==> src/ntpo_defs.vh <==
`ifndef NTPO_DEFS_VH
`define NTPO_DEFS_VH
// Register addresses
`define NTPO_ADDR_FILT_CTRL  7'h1E
`define NTPO_ADDR_DEV_ID     7'h1F
`define NTPO_ADDR_TW0        7'h30
`define NTPO_ADDR_TW1        7'h31
`define NTPO_ADDR_TW2        7'h32
`define NTPO_ADDR_TW3        7'h33
`define NTPO_ADDR_PH_LO      7'h34
`define NTPO_ADDR_PH_HI      7'h35
`define NTPO_ADDR_UPD        7'h36
`define NTPO_ADDR_IPA_LO     7'h38
`define NTPO_ADDR_IPA_HI     7'h39
`define NTPO_ADDR_QPA_LO     7'h3A
`define NTPO_ADDR_QPA_HI     7'h3B
`define NTPO_ADDR_IOFS_LO    7'h3C
`define NTPO_ADDR_IOFS_HI    7'h3D
// Field positions in the update register
`define NTPO_UPD_REQ_BIT     0
`define NTPO_UPD_ACK_BIT     1
`define NTPO_FRM_REQ_BIT     4
`define NTPO_FRM_ACK_BIT     5
// Field positions in the third filter control register
`define NTPO_SKIP_BIT        0
`define NTPO_MODE_MSB        6
`define NTPO_MODE_LSB        1
// Third filter mode codes
`define NTPO_MODE_HI_A       6'h36
`define NTPO_MODE_HI_B       6'h3F
// Reset values
`define NTPO_RST_BYTE        8'h00
`define NTPO_RST_MODE        6'h00
// Identification value, arbitrary
`define NTPO_DEV_ID_VAL      8'hA5
// Frame pulse length that counts as extended, in clocks
`define NTPO_FRAME_EXT_CYC   4'h4
`endif

==> src/ntpo_pulse_sync.v <==
`include "ntpo_defs.vh"
// Three-stage synchroniser with agreement filter and extended-pulse detect
module ntpo_pulse_sync #(
  parameter CNT_W = 4
) (
  // Clock and reset
  input  wire             clk_i,
  input  wire             sys_rst_i,
  // Pin side
  input  wire             pin_i,
  // Result
  output reg              level_o,
  output reg              ext_start_o
);
  reg  [2:0]       sync_ff;
  reg  [CNT_W-1:0] len_ff;

  // Pin resynchronisation
  always @(posedge clk_i or posedge sys_rst_i) begin
    if (sys_rst_i) begin
      sync_ff <= 3'h0;
    end else begin
      sync_ff <= {sync_ff[1:0], pin_i};
    end
  end

  // Level follows once stages two and three agree; count high length
  always @(posedge clk_i or posedge sys_rst_i) begin
    if (sys_rst_i) begin
      level_o     <= 1'b0;
      len_ff      <= {CNT_W{1'b0}};
      ext_start_o <= 1'b0;
    end else begin
      ext_start_o <= 1'b0;
      if (sync_ff[1] == sync_ff[2]) begin
        level_o <= sync_ff[2];
      end
      if (!level_o) begin
        len_ff <= {CNT_W{1'b0}};
      end else if (len_ff != `NTPO_FRAME_EXT_CYC) begin
        len_ff <= len_ff + {{(CNT_W-1){1'b0}}, 1'b1};
        if (len_ff == `NTPO_FRAME_EXT_CYC - 4'h1) begin
          ext_start_o <= 1'b1;
        end
      end
    end
  end
endmodule // ntpo_pulse_sync

==> src/ntpo_regs.v <==
`include "ntpo_defs.vh"
// Overview of operation
// - Mode 110110/111111 modulate, high passbands; code sets modulate for every mode with the top mode bit set
// - Skip bit routes around third filter
// - Fixed identification byte at 0x1F
// - Tuning word from 0x30..0x33, LSB first
// - Byte writes alone leave frequency unchanged
// - Apply word only on request rising edge
// - Set update acknowledge after applying word
// - Frame request resets oscillator on extended frame
// - Set frame acknowledge after that reset
// - Load start phase on oscillator reset
// - Start phase is two's complement
// - Ten-bit I phase adjustment from 0x38/0x39
// - Ten-bit Q phase adjustment from 0x3A/0x3B
// - Add I offset to each I sample
module ntpo_regs #(
  parameter DATA_W = 16
) (
  // Clock and reset
  input  wire              clk_i,
  input  wire              sys_rst_i,
  // Register port from serial control decoder
  input  wire [6:0]        reg_addr_i,
  input  wire              reg_wr_i,
  input  wire [7:0]        reg_wdata_i,
  input  wire              reg_rd_i,
  output reg  [7:0]        reg_rdata_o,
  // Frame pin
  input  wire              frame_i,
  // Oscillator controls
  output reg  [31:0]       tuning_word_o,
  output reg               osc_reset_o,
  output reg  [15:0]       osc_start_phase_o,
  output reg  [9:0]        i_phase_adj_o,
  output reg  [9:0]        q_phase_adj_o,
  // Third filter controls
  output reg               third_filter_skip_o,
  output reg               third_filter_modulate_o,
  output reg  [5:0]        third_filter_mode_o,
  // I sample path
  input  wire              i_valid_i,
  input  wire [DATA_W-1:0] i_sample_i,
  output reg               i_valid_o,
  output reg  [DATA_W-1:0] i_sample_o
);
  reg  [7:0]  fctl_ff;
  reg  [7:0]  tw_ff [0:3];
  reg  [7:0]  ph_lo_ff;
  reg  [7:0]  ph_hi_ff;
  reg         upd_req_ff;
  reg         upd_ack_ff;
  reg         frm_req_ff;
  reg         frm_ack_ff;
  reg  [7:0]  ipa_lo_ff;
  reg  [1:0]  ipa_hi_ff;
  reg  [7:0]  qpa_lo_ff;
  reg  [1:0]  qpa_hi_ff;
  reg  [7:0]  iofs_lo_ff;
  reg  [7:0]  iofs_hi_ff;
  reg  [7:0]  nxt_rdata;
  wire        frame_ext;
  wire        wr_upd;
  wire        upd_rise;
  wire        frm_fire;
  wire [31:0] staged_word;
  wire [15:0] i_offset;

  // Write strobe decode
  function wr_hit;
    input [6:0] addr;
    begin
      wr_hit = reg_wr_i && (reg_addr_i == addr);
    end
  endfunction

  // Frame pin conditioning
  ntpo_pulse_sync #(
    .CNT_W(4)
  ) u_frame (
    .clk_i       (clk_i),
    .sys_rst_i   (sys_rst_i),
    .pin_i       (frame_i),
    .level_o     (),
    .ext_start_o (frame_ext)
  );

  assign wr_upd      = wr_hit(`NTPO_ADDR_UPD);
  assign upd_rise    = wr_upd && reg_wdata_i[`NTPO_UPD_REQ_BIT] && !upd_req_ff;
  assign frm_fire    = frm_req_ff && frame_ext;
  assign staged_word = {tw_ff[3], tw_ff[2], tw_ff[1], tw_ff[0]};
  assign i_offset    = {iofs_hi_ff, iofs_lo_ff};

  // Byte-wide tuning word staging registers
  genvar g;
  generate
    for (g = 0; g < 4; g = g + 1) begin : g_tw
      // Byte address, cut to the port width on purpose
      localparam [31:0] TW_ADDR = `NTPO_ADDR_TW0 + g;
      always @(posedge clk_i or posedge sys_rst_i) begin
        if (sys_rst_i) begin
          tw_ff[g] <= `NTPO_RST_BYTE;
        end else if (wr_hit(TW_ADDR[6:0])) begin
          tw_ff[g] <= reg_wdata_i;
        end
      end
    end
  endgenerate

  // Third filter control byte; bit 7 is not implemented and reads 0
  always @(posedge clk_i or posedge sys_rst_i) begin
    if (sys_rst_i) begin
      fctl_ff <= `NTPO_RST_BYTE;
    end else if (wr_hit(`NTPO_ADDR_FILT_CTRL)) begin
      fctl_ff <= {1'b0, reg_wdata_i[6:0]};
    end
  end

  // Oscillator start phase bytes
  always @(posedge clk_i or posedge sys_rst_i) begin
    if (sys_rst_i) begin
      ph_lo_ff <= `NTPO_RST_BYTE;
      ph_hi_ff <= `NTPO_RST_BYTE;
    end else begin
      if (wr_hit(`NTPO_ADDR_PH_LO)) begin
        ph_lo_ff <= reg_wdata_i;
      end
      if (wr_hit(`NTPO_ADDR_PH_HI)) begin
        ph_hi_ff <= reg_wdata_i;
      end
    end
  end

  // I path phase adjustment; only two bits of the high byte exist
  always @(posedge clk_i or posedge sys_rst_i) begin
    if (sys_rst_i) begin
      ipa_lo_ff <= `NTPO_RST_BYTE;
      ipa_hi_ff <= 2'h0;
    end else begin
      if (wr_hit(`NTPO_ADDR_IPA_LO)) begin
        ipa_lo_ff <= reg_wdata_i;
      end
      if (wr_hit(`NTPO_ADDR_IPA_HI)) begin
        ipa_hi_ff <= reg_wdata_i[1:0];
      end
    end
  end

  // Q path phase adjustment; only two bits of the high byte exist
  always @(posedge clk_i or posedge sys_rst_i) begin
    if (sys_rst_i) begin
      qpa_lo_ff <= `NTPO_RST_BYTE;
      qpa_hi_ff <= 2'h0;
    end else begin
      if (wr_hit(`NTPO_ADDR_QPA_LO)) begin
        qpa_lo_ff <= reg_wdata_i;
      end
      if (wr_hit(`NTPO_ADDR_QPA_HI)) begin
        qpa_hi_ff <= reg_wdata_i[1:0];
      end
    end
  end

  // I sample offset bytes
  always @(posedge clk_i or posedge sys_rst_i) begin
    if (sys_rst_i) begin
      iofs_lo_ff <= `NTPO_RST_BYTE;
      iofs_hi_ff <= `NTPO_RST_BYTE;
    end else begin
      if (wr_hit(`NTPO_ADDR_IOFS_LO)) begin
        iofs_lo_ff <= reg_wdata_i;
      end
      if (wr_hit(`NTPO_ADDR_IOFS_HI)) begin
        iofs_hi_ff <= reg_wdata_i;
      end
    end
  end

  // Tuning update request written, acknowledge set by hardware only
  always @(posedge clk_i or posedge sys_rst_i) begin
    if (sys_rst_i) begin
      upd_req_ff <= 1'b0;
      upd_ack_ff <= 1'b0;
    end else begin
      if (wr_upd) begin
        upd_req_ff <= reg_wdata_i[`NTPO_UPD_REQ_BIT];
      end
      // Host clears the acknowledge by clearing its request; set wins
      if (wr_upd && !reg_wdata_i[`NTPO_UPD_REQ_BIT]) begin
        upd_ack_ff <= 1'b0;
      end
      if (upd_rise) begin
        upd_ack_ff <= 1'b1;
      end
    end
  end

  // Frame reset request written, acknowledge set by hardware only
  always @(posedge clk_i or posedge sys_rst_i) begin
    if (sys_rst_i) begin
      frm_req_ff <= 1'b0;
      frm_ack_ff <= 1'b0;
    end else begin
      if (wr_upd) begin
        frm_req_ff <= reg_wdata_i[`NTPO_FRM_REQ_BIT];
      end
      // Same clearing scheme as the tuning update; set wins
      if (wr_upd && !reg_wdata_i[`NTPO_FRM_REQ_BIT]) begin
        frm_ack_ff <= 1'b0;
      end
      if (frm_fire) begin
        frm_ack_ff <= 1'b1;
      end
    end
  end

  // Applied tuning word and one-cycle oscillator reset
  always @(posedge clk_i or posedge sys_rst_i) begin
    if (sys_rst_i) begin
      tuning_word_o <= 32'h00000000;
      osc_reset_o   <= 1'b0;
    end else begin
      if (upd_rise) begin
        tuning_word_o <= staged_word;
      end
      osc_reset_o <= frm_fire;
    end
  end

  // Registered copies of the phase controls
  always @(posedge clk_i or posedge sys_rst_i) begin
    if (sys_rst_i) begin
      osc_start_phase_o <= 16'h0000;
      i_phase_adj_o     <= 10'h000;
      q_phase_adj_o     <= 10'h000;
    end else begin
      // Two's complement phase, 0.0055 degree per step
      osc_start_phase_o <= {ph_hi_ff, ph_lo_ff};
      i_phase_adj_o     <= {ipa_hi_ff, ipa_lo_ff};
      q_phase_adj_o     <= {qpa_hi_ff, qpa_lo_ff};
    end
  end

  // Third filter mode decode
  always @(posedge clk_i or posedge sys_rst_i) begin
    if (sys_rst_i) begin
      third_filter_skip_o     <= 1'b0;
      third_filter_mode_o     <= `NTPO_RST_MODE;
      third_filter_modulate_o <= 1'b0;
    end else begin
      third_filter_skip_o <= fctl_ff[`NTPO_SKIP_BIT];
      third_filter_mode_o <= fctl_ff[`NTPO_MODE_MSB:`NTPO_MODE_LSB];
      // Top mode bit marks the modulated modes
      third_filter_modulate_o <= fctl_ff[`NTPO_MODE_MSB];
    end
  end

  // I sample offset addition, wraps modulo the sample width
  always @(posedge clk_i or posedge sys_rst_i) begin
    if (sys_rst_i) begin
      i_valid_o  <= 1'b0;
      i_sample_o <= {DATA_W{1'b0}};
    end else begin
      i_valid_o <= i_valid_i;
      if (i_valid_i) begin
        i_sample_o <= i_sample_i + i_offset[DATA_W-1:0];
      end
    end
  end

  // Read multiplexer
  always @* begin
    nxt_rdata = 8'h00;
    case (reg_addr_i)
      `NTPO_ADDR_FILT_CTRL: nxt_rdata = fctl_ff;
      `NTPO_ADDR_DEV_ID:   nxt_rdata = `NTPO_DEV_ID_VAL;
      `NTPO_ADDR_TW0:      nxt_rdata = tw_ff[0];
      `NTPO_ADDR_TW1:      nxt_rdata = tw_ff[1];
      `NTPO_ADDR_TW2:      nxt_rdata = tw_ff[2];
      `NTPO_ADDR_TW3:      nxt_rdata = tw_ff[3];
      `NTPO_ADDR_PH_LO:    nxt_rdata = ph_lo_ff;
      `NTPO_ADDR_PH_HI:    nxt_rdata = ph_hi_ff;
      `NTPO_ADDR_UPD: begin
        nxt_rdata[`NTPO_UPD_REQ_BIT] = upd_req_ff;
        nxt_rdata[`NTPO_UPD_ACK_BIT] = upd_ack_ff;
        nxt_rdata[`NTPO_FRM_REQ_BIT] = frm_req_ff;
        nxt_rdata[`NTPO_FRM_ACK_BIT] = frm_ack_ff;
      end
      `NTPO_ADDR_IPA_LO:   nxt_rdata = ipa_lo_ff;
      `NTPO_ADDR_IPA_HI:   nxt_rdata = {6'h00, ipa_hi_ff};
      `NTPO_ADDR_QPA_LO:   nxt_rdata = qpa_lo_ff;
      `NTPO_ADDR_QPA_HI:   nxt_rdata = {6'h00, qpa_hi_ff};
      `NTPO_ADDR_IOFS_LO:  nxt_rdata = iofs_lo_ff;
      `NTPO_ADDR_IOFS_HI:  nxt_rdata = iofs_hi_ff;
      default:             nxt_rdata = 8'h00;
    endcase
  end

  // Registered read data
  always @(posedge clk_i or posedge sys_rst_i) begin
    if (sys_rst_i) begin
      reg_rdata_o <= 8'h00;
    end else if (reg_rd_i) begin
      reg_rdata_o <= nxt_rdata;
    end
  end
endmodule // ntpo_regs
==> config.mk <==
export PLATFORM = sky130hd
export DESIGN_NAME = ntpo_regs
export DESIGN_NICKNAME = d
export VERILOG_FILES = /design/src/ntpo_pulse_sync.v /design/src/ntpo_regs.v
export VERILOG_INCLUDE_DIRS = /design/src /design/src/src
export SDC_FILE = /design/constraint.sdc
export NUM_CORES = 1
export LEC_CHECK = 0
export BUFFER_PORTS_ARGS = -buffer_cell sky130_fd_sc_hd__buf_2
export CAP_MARGIN = 0
export CORE_ASPECT_RATIO = 0.7
export CORE_UTILIZATION = 35
export CTS_CLUSTER_DIAMETER = 30
export DETAILED_ROUTE_END_ITERATION = 7
export GPL_ROUTABILITY_DRIVEN = 0
export PLACE_DENSITY = 0.53
export SETUP_SLACK_MARGIN = 0.4
export SLEW_MARGIN = 20
export SYNTH_ARGS = -nofsm -noshare
export SYNTH_HDL_FRONTEND = slang
export SYNTH_HIERARCHICAL = 1
export SYNTH_SLANG_ARGS = --single-unit
==> constraint.sdc <==
create_clock -name clk_i -period 9.47 [get_ports clk_i]
set_clock_uncertainty 0.05 [all_clocks]
set_input_delay 1.894 -clock clk_i [delete_from_list [all_inputs] [get_ports clk_i]]
set_output_delay 1.894 -clock clk_i [all_outputs]
set_load 0.01 [all_outputs]
==> results.md <==
* Run status: finished clean
* Post-layout instance area at 11,500 µm²
* Initial DRT Pass Iterations at 5
* Final min period at between 3 and 4 ns
* Critical R2R Capture: i_sample_o[10]
* Crit path DAT at approximately 4.3 ns
* Critical path endpoint category: flop
* Post-synthesis async set-or-reset flop share at 1.00
* Post-synth top area cell: dfrtp_1
* Fin cells at 1,204
* Synth top area share at 0.561
* Post-CTS Repair Setup Buffers at 0
* Synthesis Warnings at 6
* Number of hold buffers added after CTS at 0
* Number of H-tree levels at 2
* Vias at 6,290
* Slew Viols, Final at 0
* Critical path startpoint: reg_addr_i[3]
* Commonest non-fill, non-tap cells in the layout: dfrtp_1 (205), buf_2 (138), mux2_2 (106)
* I/O pins at 139
* Slew HR at 0.356
* Initial Util at 0.356
* Routed wire per std cell at about 21 µm
* HPWL after DPL at 17,500 µm
* Clock buffer count from CTS at 42
* Fin. Hold Viols at 0
* Final core utilization at 0.447
* Die Ht at around 140 µm
* Total power draw at 2.72 mW
* WHS at 0.295 ns
* Fin crit share at 0.417
* Synth top area cells: dfrtp_1 (56%), mux2_2 (13%), mux2_1 (3.9%)
* Placed inst area at 10,000 µm²
* Antenna fix cells at 0
* TritonCTS clock tree: built
* Min-delay src: u_frame/sync_ff[0]
* Worst min path class: flop to flop
* Worst hold path depth at 0
* Hold path endpoint: u_frame/sync_ff[1]
* R2R cell count at 7
* DRT iter0 DRCs at around 480
* Setup TNS at 0 ns
* First-pass GRT wire length at 39,200 µm
* Overall routed net length at 25,400 µm
* Post-synth EDFFs at 0
* Row count at 49
* Die extent in x at 195 µm
* Worst-margin pin slew at 0.966 ns
* DP Cell Count at 1,128
* R2r setup slk at 6.90 ns
* Cell Area, Synth at 9150 µm²
* Share of layout cells above drive strength 1 at 0.389
* Final setup violation count at 0
* Avg Cell Area, Syn at 13.2 µm²
* Core region area at about 26,000 µm²
* Net count after synthesis at 750
* Worst-path clk slew at 0.05 ns
* Synth Instances at 695
* Sequential share of the synthesized area at 0.561
* Clock sink total at 205
* CTS resizes at 0
* Die area at 26,800 µm²
* Peak VDD IR at approximately 0.13 mV
* P&R area growth vs syn at 25.4%
* DRC Markers at 0
* Commonest non-fill, non-tap cell in the layout: dfrtp_1
* Antenna violations before repair at 0
* Critical path class: primary input to flop
* Worst r2r src: iofs_lo_ff[0]
* RSZ-0062 raised after global routing: false
* Post-synthesis cell type count at 76
* Port bufs at 138
* CP required at between 9 and 10 ns
* Pin count of the biggest net entering global routing at 137
* Setup WS pre-CTS at 5.01 ns
* Pleak at roughly 5.8 nW
* Final setup margin at 5.52 ns
* Top FF cell, synth: dfrtp_1
* Power per cell area at 237 nW/µm²
* Startpoint types: primary input
* Vias per cell at 5.22
* Vias in the first global route at 6,242
* Fmax at roughly 0.25 GHz
* Max FO, Critical Path at 42
* Remaining Overflow, GRT at 0
* Tot GR Track Use at 0.193
* Number of nets in the layout at 896
* Max Cap Violations at 0
* Clock Tree Buf Depth at 3
* ANT nets after route at 0
* Yosys reg bits at roughly 210
* Root Driver: clkbuf_16
* Clk_lat worst skew at 0.51 ns
## critical path: stages
cell	delay [ns]
buf_2	0.07
buf_4	0.47
nor2b_1	0.67
nand2_1	0.33
nor3_4	0.45
mux2_2	0.39
## power by group
group	total [mW]	switching [mW]	internal, mW	leakage, nW
Sequential	1.00	0.0537	0.947	2.75
Combinational	0.252	0.146	0.106	2.32
Clock	1.46	0.500	0.963	0.681
Total	2.72	0.700	2.02	5.76
## routing by layer
layer / track usage / up-vias / wire length, µm / part of all wire
li1: - / 2894 / - / -
met1: 0.312 / 3164 / 13500 / 0.53
met2: 0.254 / 202 / 9990 / 0.39
met3: 0.0377 / 30 / 1500 / 0.059
met4: 0.0538 / 0 / 376 / 0.015
met5: 0 / - / 0 / 0
## layout make-up
type	count	area (µm²)
clock buffer	48	1110
clock inverter	28	310
fill	2378	14200
inverter	8	37.5
multi-input combinational	444	3760
sequential	205	5130
tap	331	414
timing repair buffer	140	706
## logic make-up after synthesis
| logic type | after synthesis | synth area share |
|---|---|---|
| DFF | 205 | 0.561 |
| muxes | 158 | 0.193 |
| and+or+nand+nor | 142 | 0.0945 |
| AOI/OAI and AO/OA | 120 | 0.0922 |
| buffers and inverters | 46 | 0.0284 |
| adders and majority gates | 19 | 0.0265 |
| xor gates and xnor gates | 5 | 0.00479 |
## flip-flops by register name (all words and copies together) (netlist names), 2 cells and up
register	count
ipa_hi_ff	2
qpa_lo_ff	8
fctl_ff	7
i_phase_adj_o	10
q_phase_adj_o	10
iofs_lo_ff	8
ph_lo_ff	8
reg_rdata_o	8
osc_start_phase_o	16
i_sample_o	16
u_frame/sync_ff	3
u_frame/len_ff	4
qpa_hi_ff	2
ipa_lo_ff	8
ph_hi_ff	8
staged_word	32
tuning_word_o	32
iofs_hi_ff	8
third_filter_mode_o	6
## synth_stat cells, types with 5 or more instances
cell type,instances
nand4_1,5
a22oi_1,7
o21ai_0,23
nand2_1,28
ha_1,17
a221oi_1,7
mux2i_1,19
clkbuf_1,13
a211oi_1,5
nand3_1,19
nor2b_1,5
mux2_1,32
dfrtp_1,205
a21o_1,7
a31oi_1,7
buf_4,6
and3_1,9
mux2_2,106
buf_6,5
nand2b_1,9
a21oi_1,17
o211ai_1,6
buf_2,9
nor3_1,6
nor2_1,27
inv_1,8
## how the worst max path moves through the flow
stage	endpoint	slack [ns]	cells past startpoint
3_5_place_dp	tuning_word_o[16]	5.01	6
2_1_floorplan	fctl_ff[0]	2.19	1
3_3_place_gp	tuning_word_o[23]	5.06	6
5_1_grt	tuning_word_o[28]	5.32	6
6_report	qpa_lo_ff[5]	5.52	6
4_1_cts	tuning_word_o[2]	5.54	6
(Power assumes the default switching activity.)
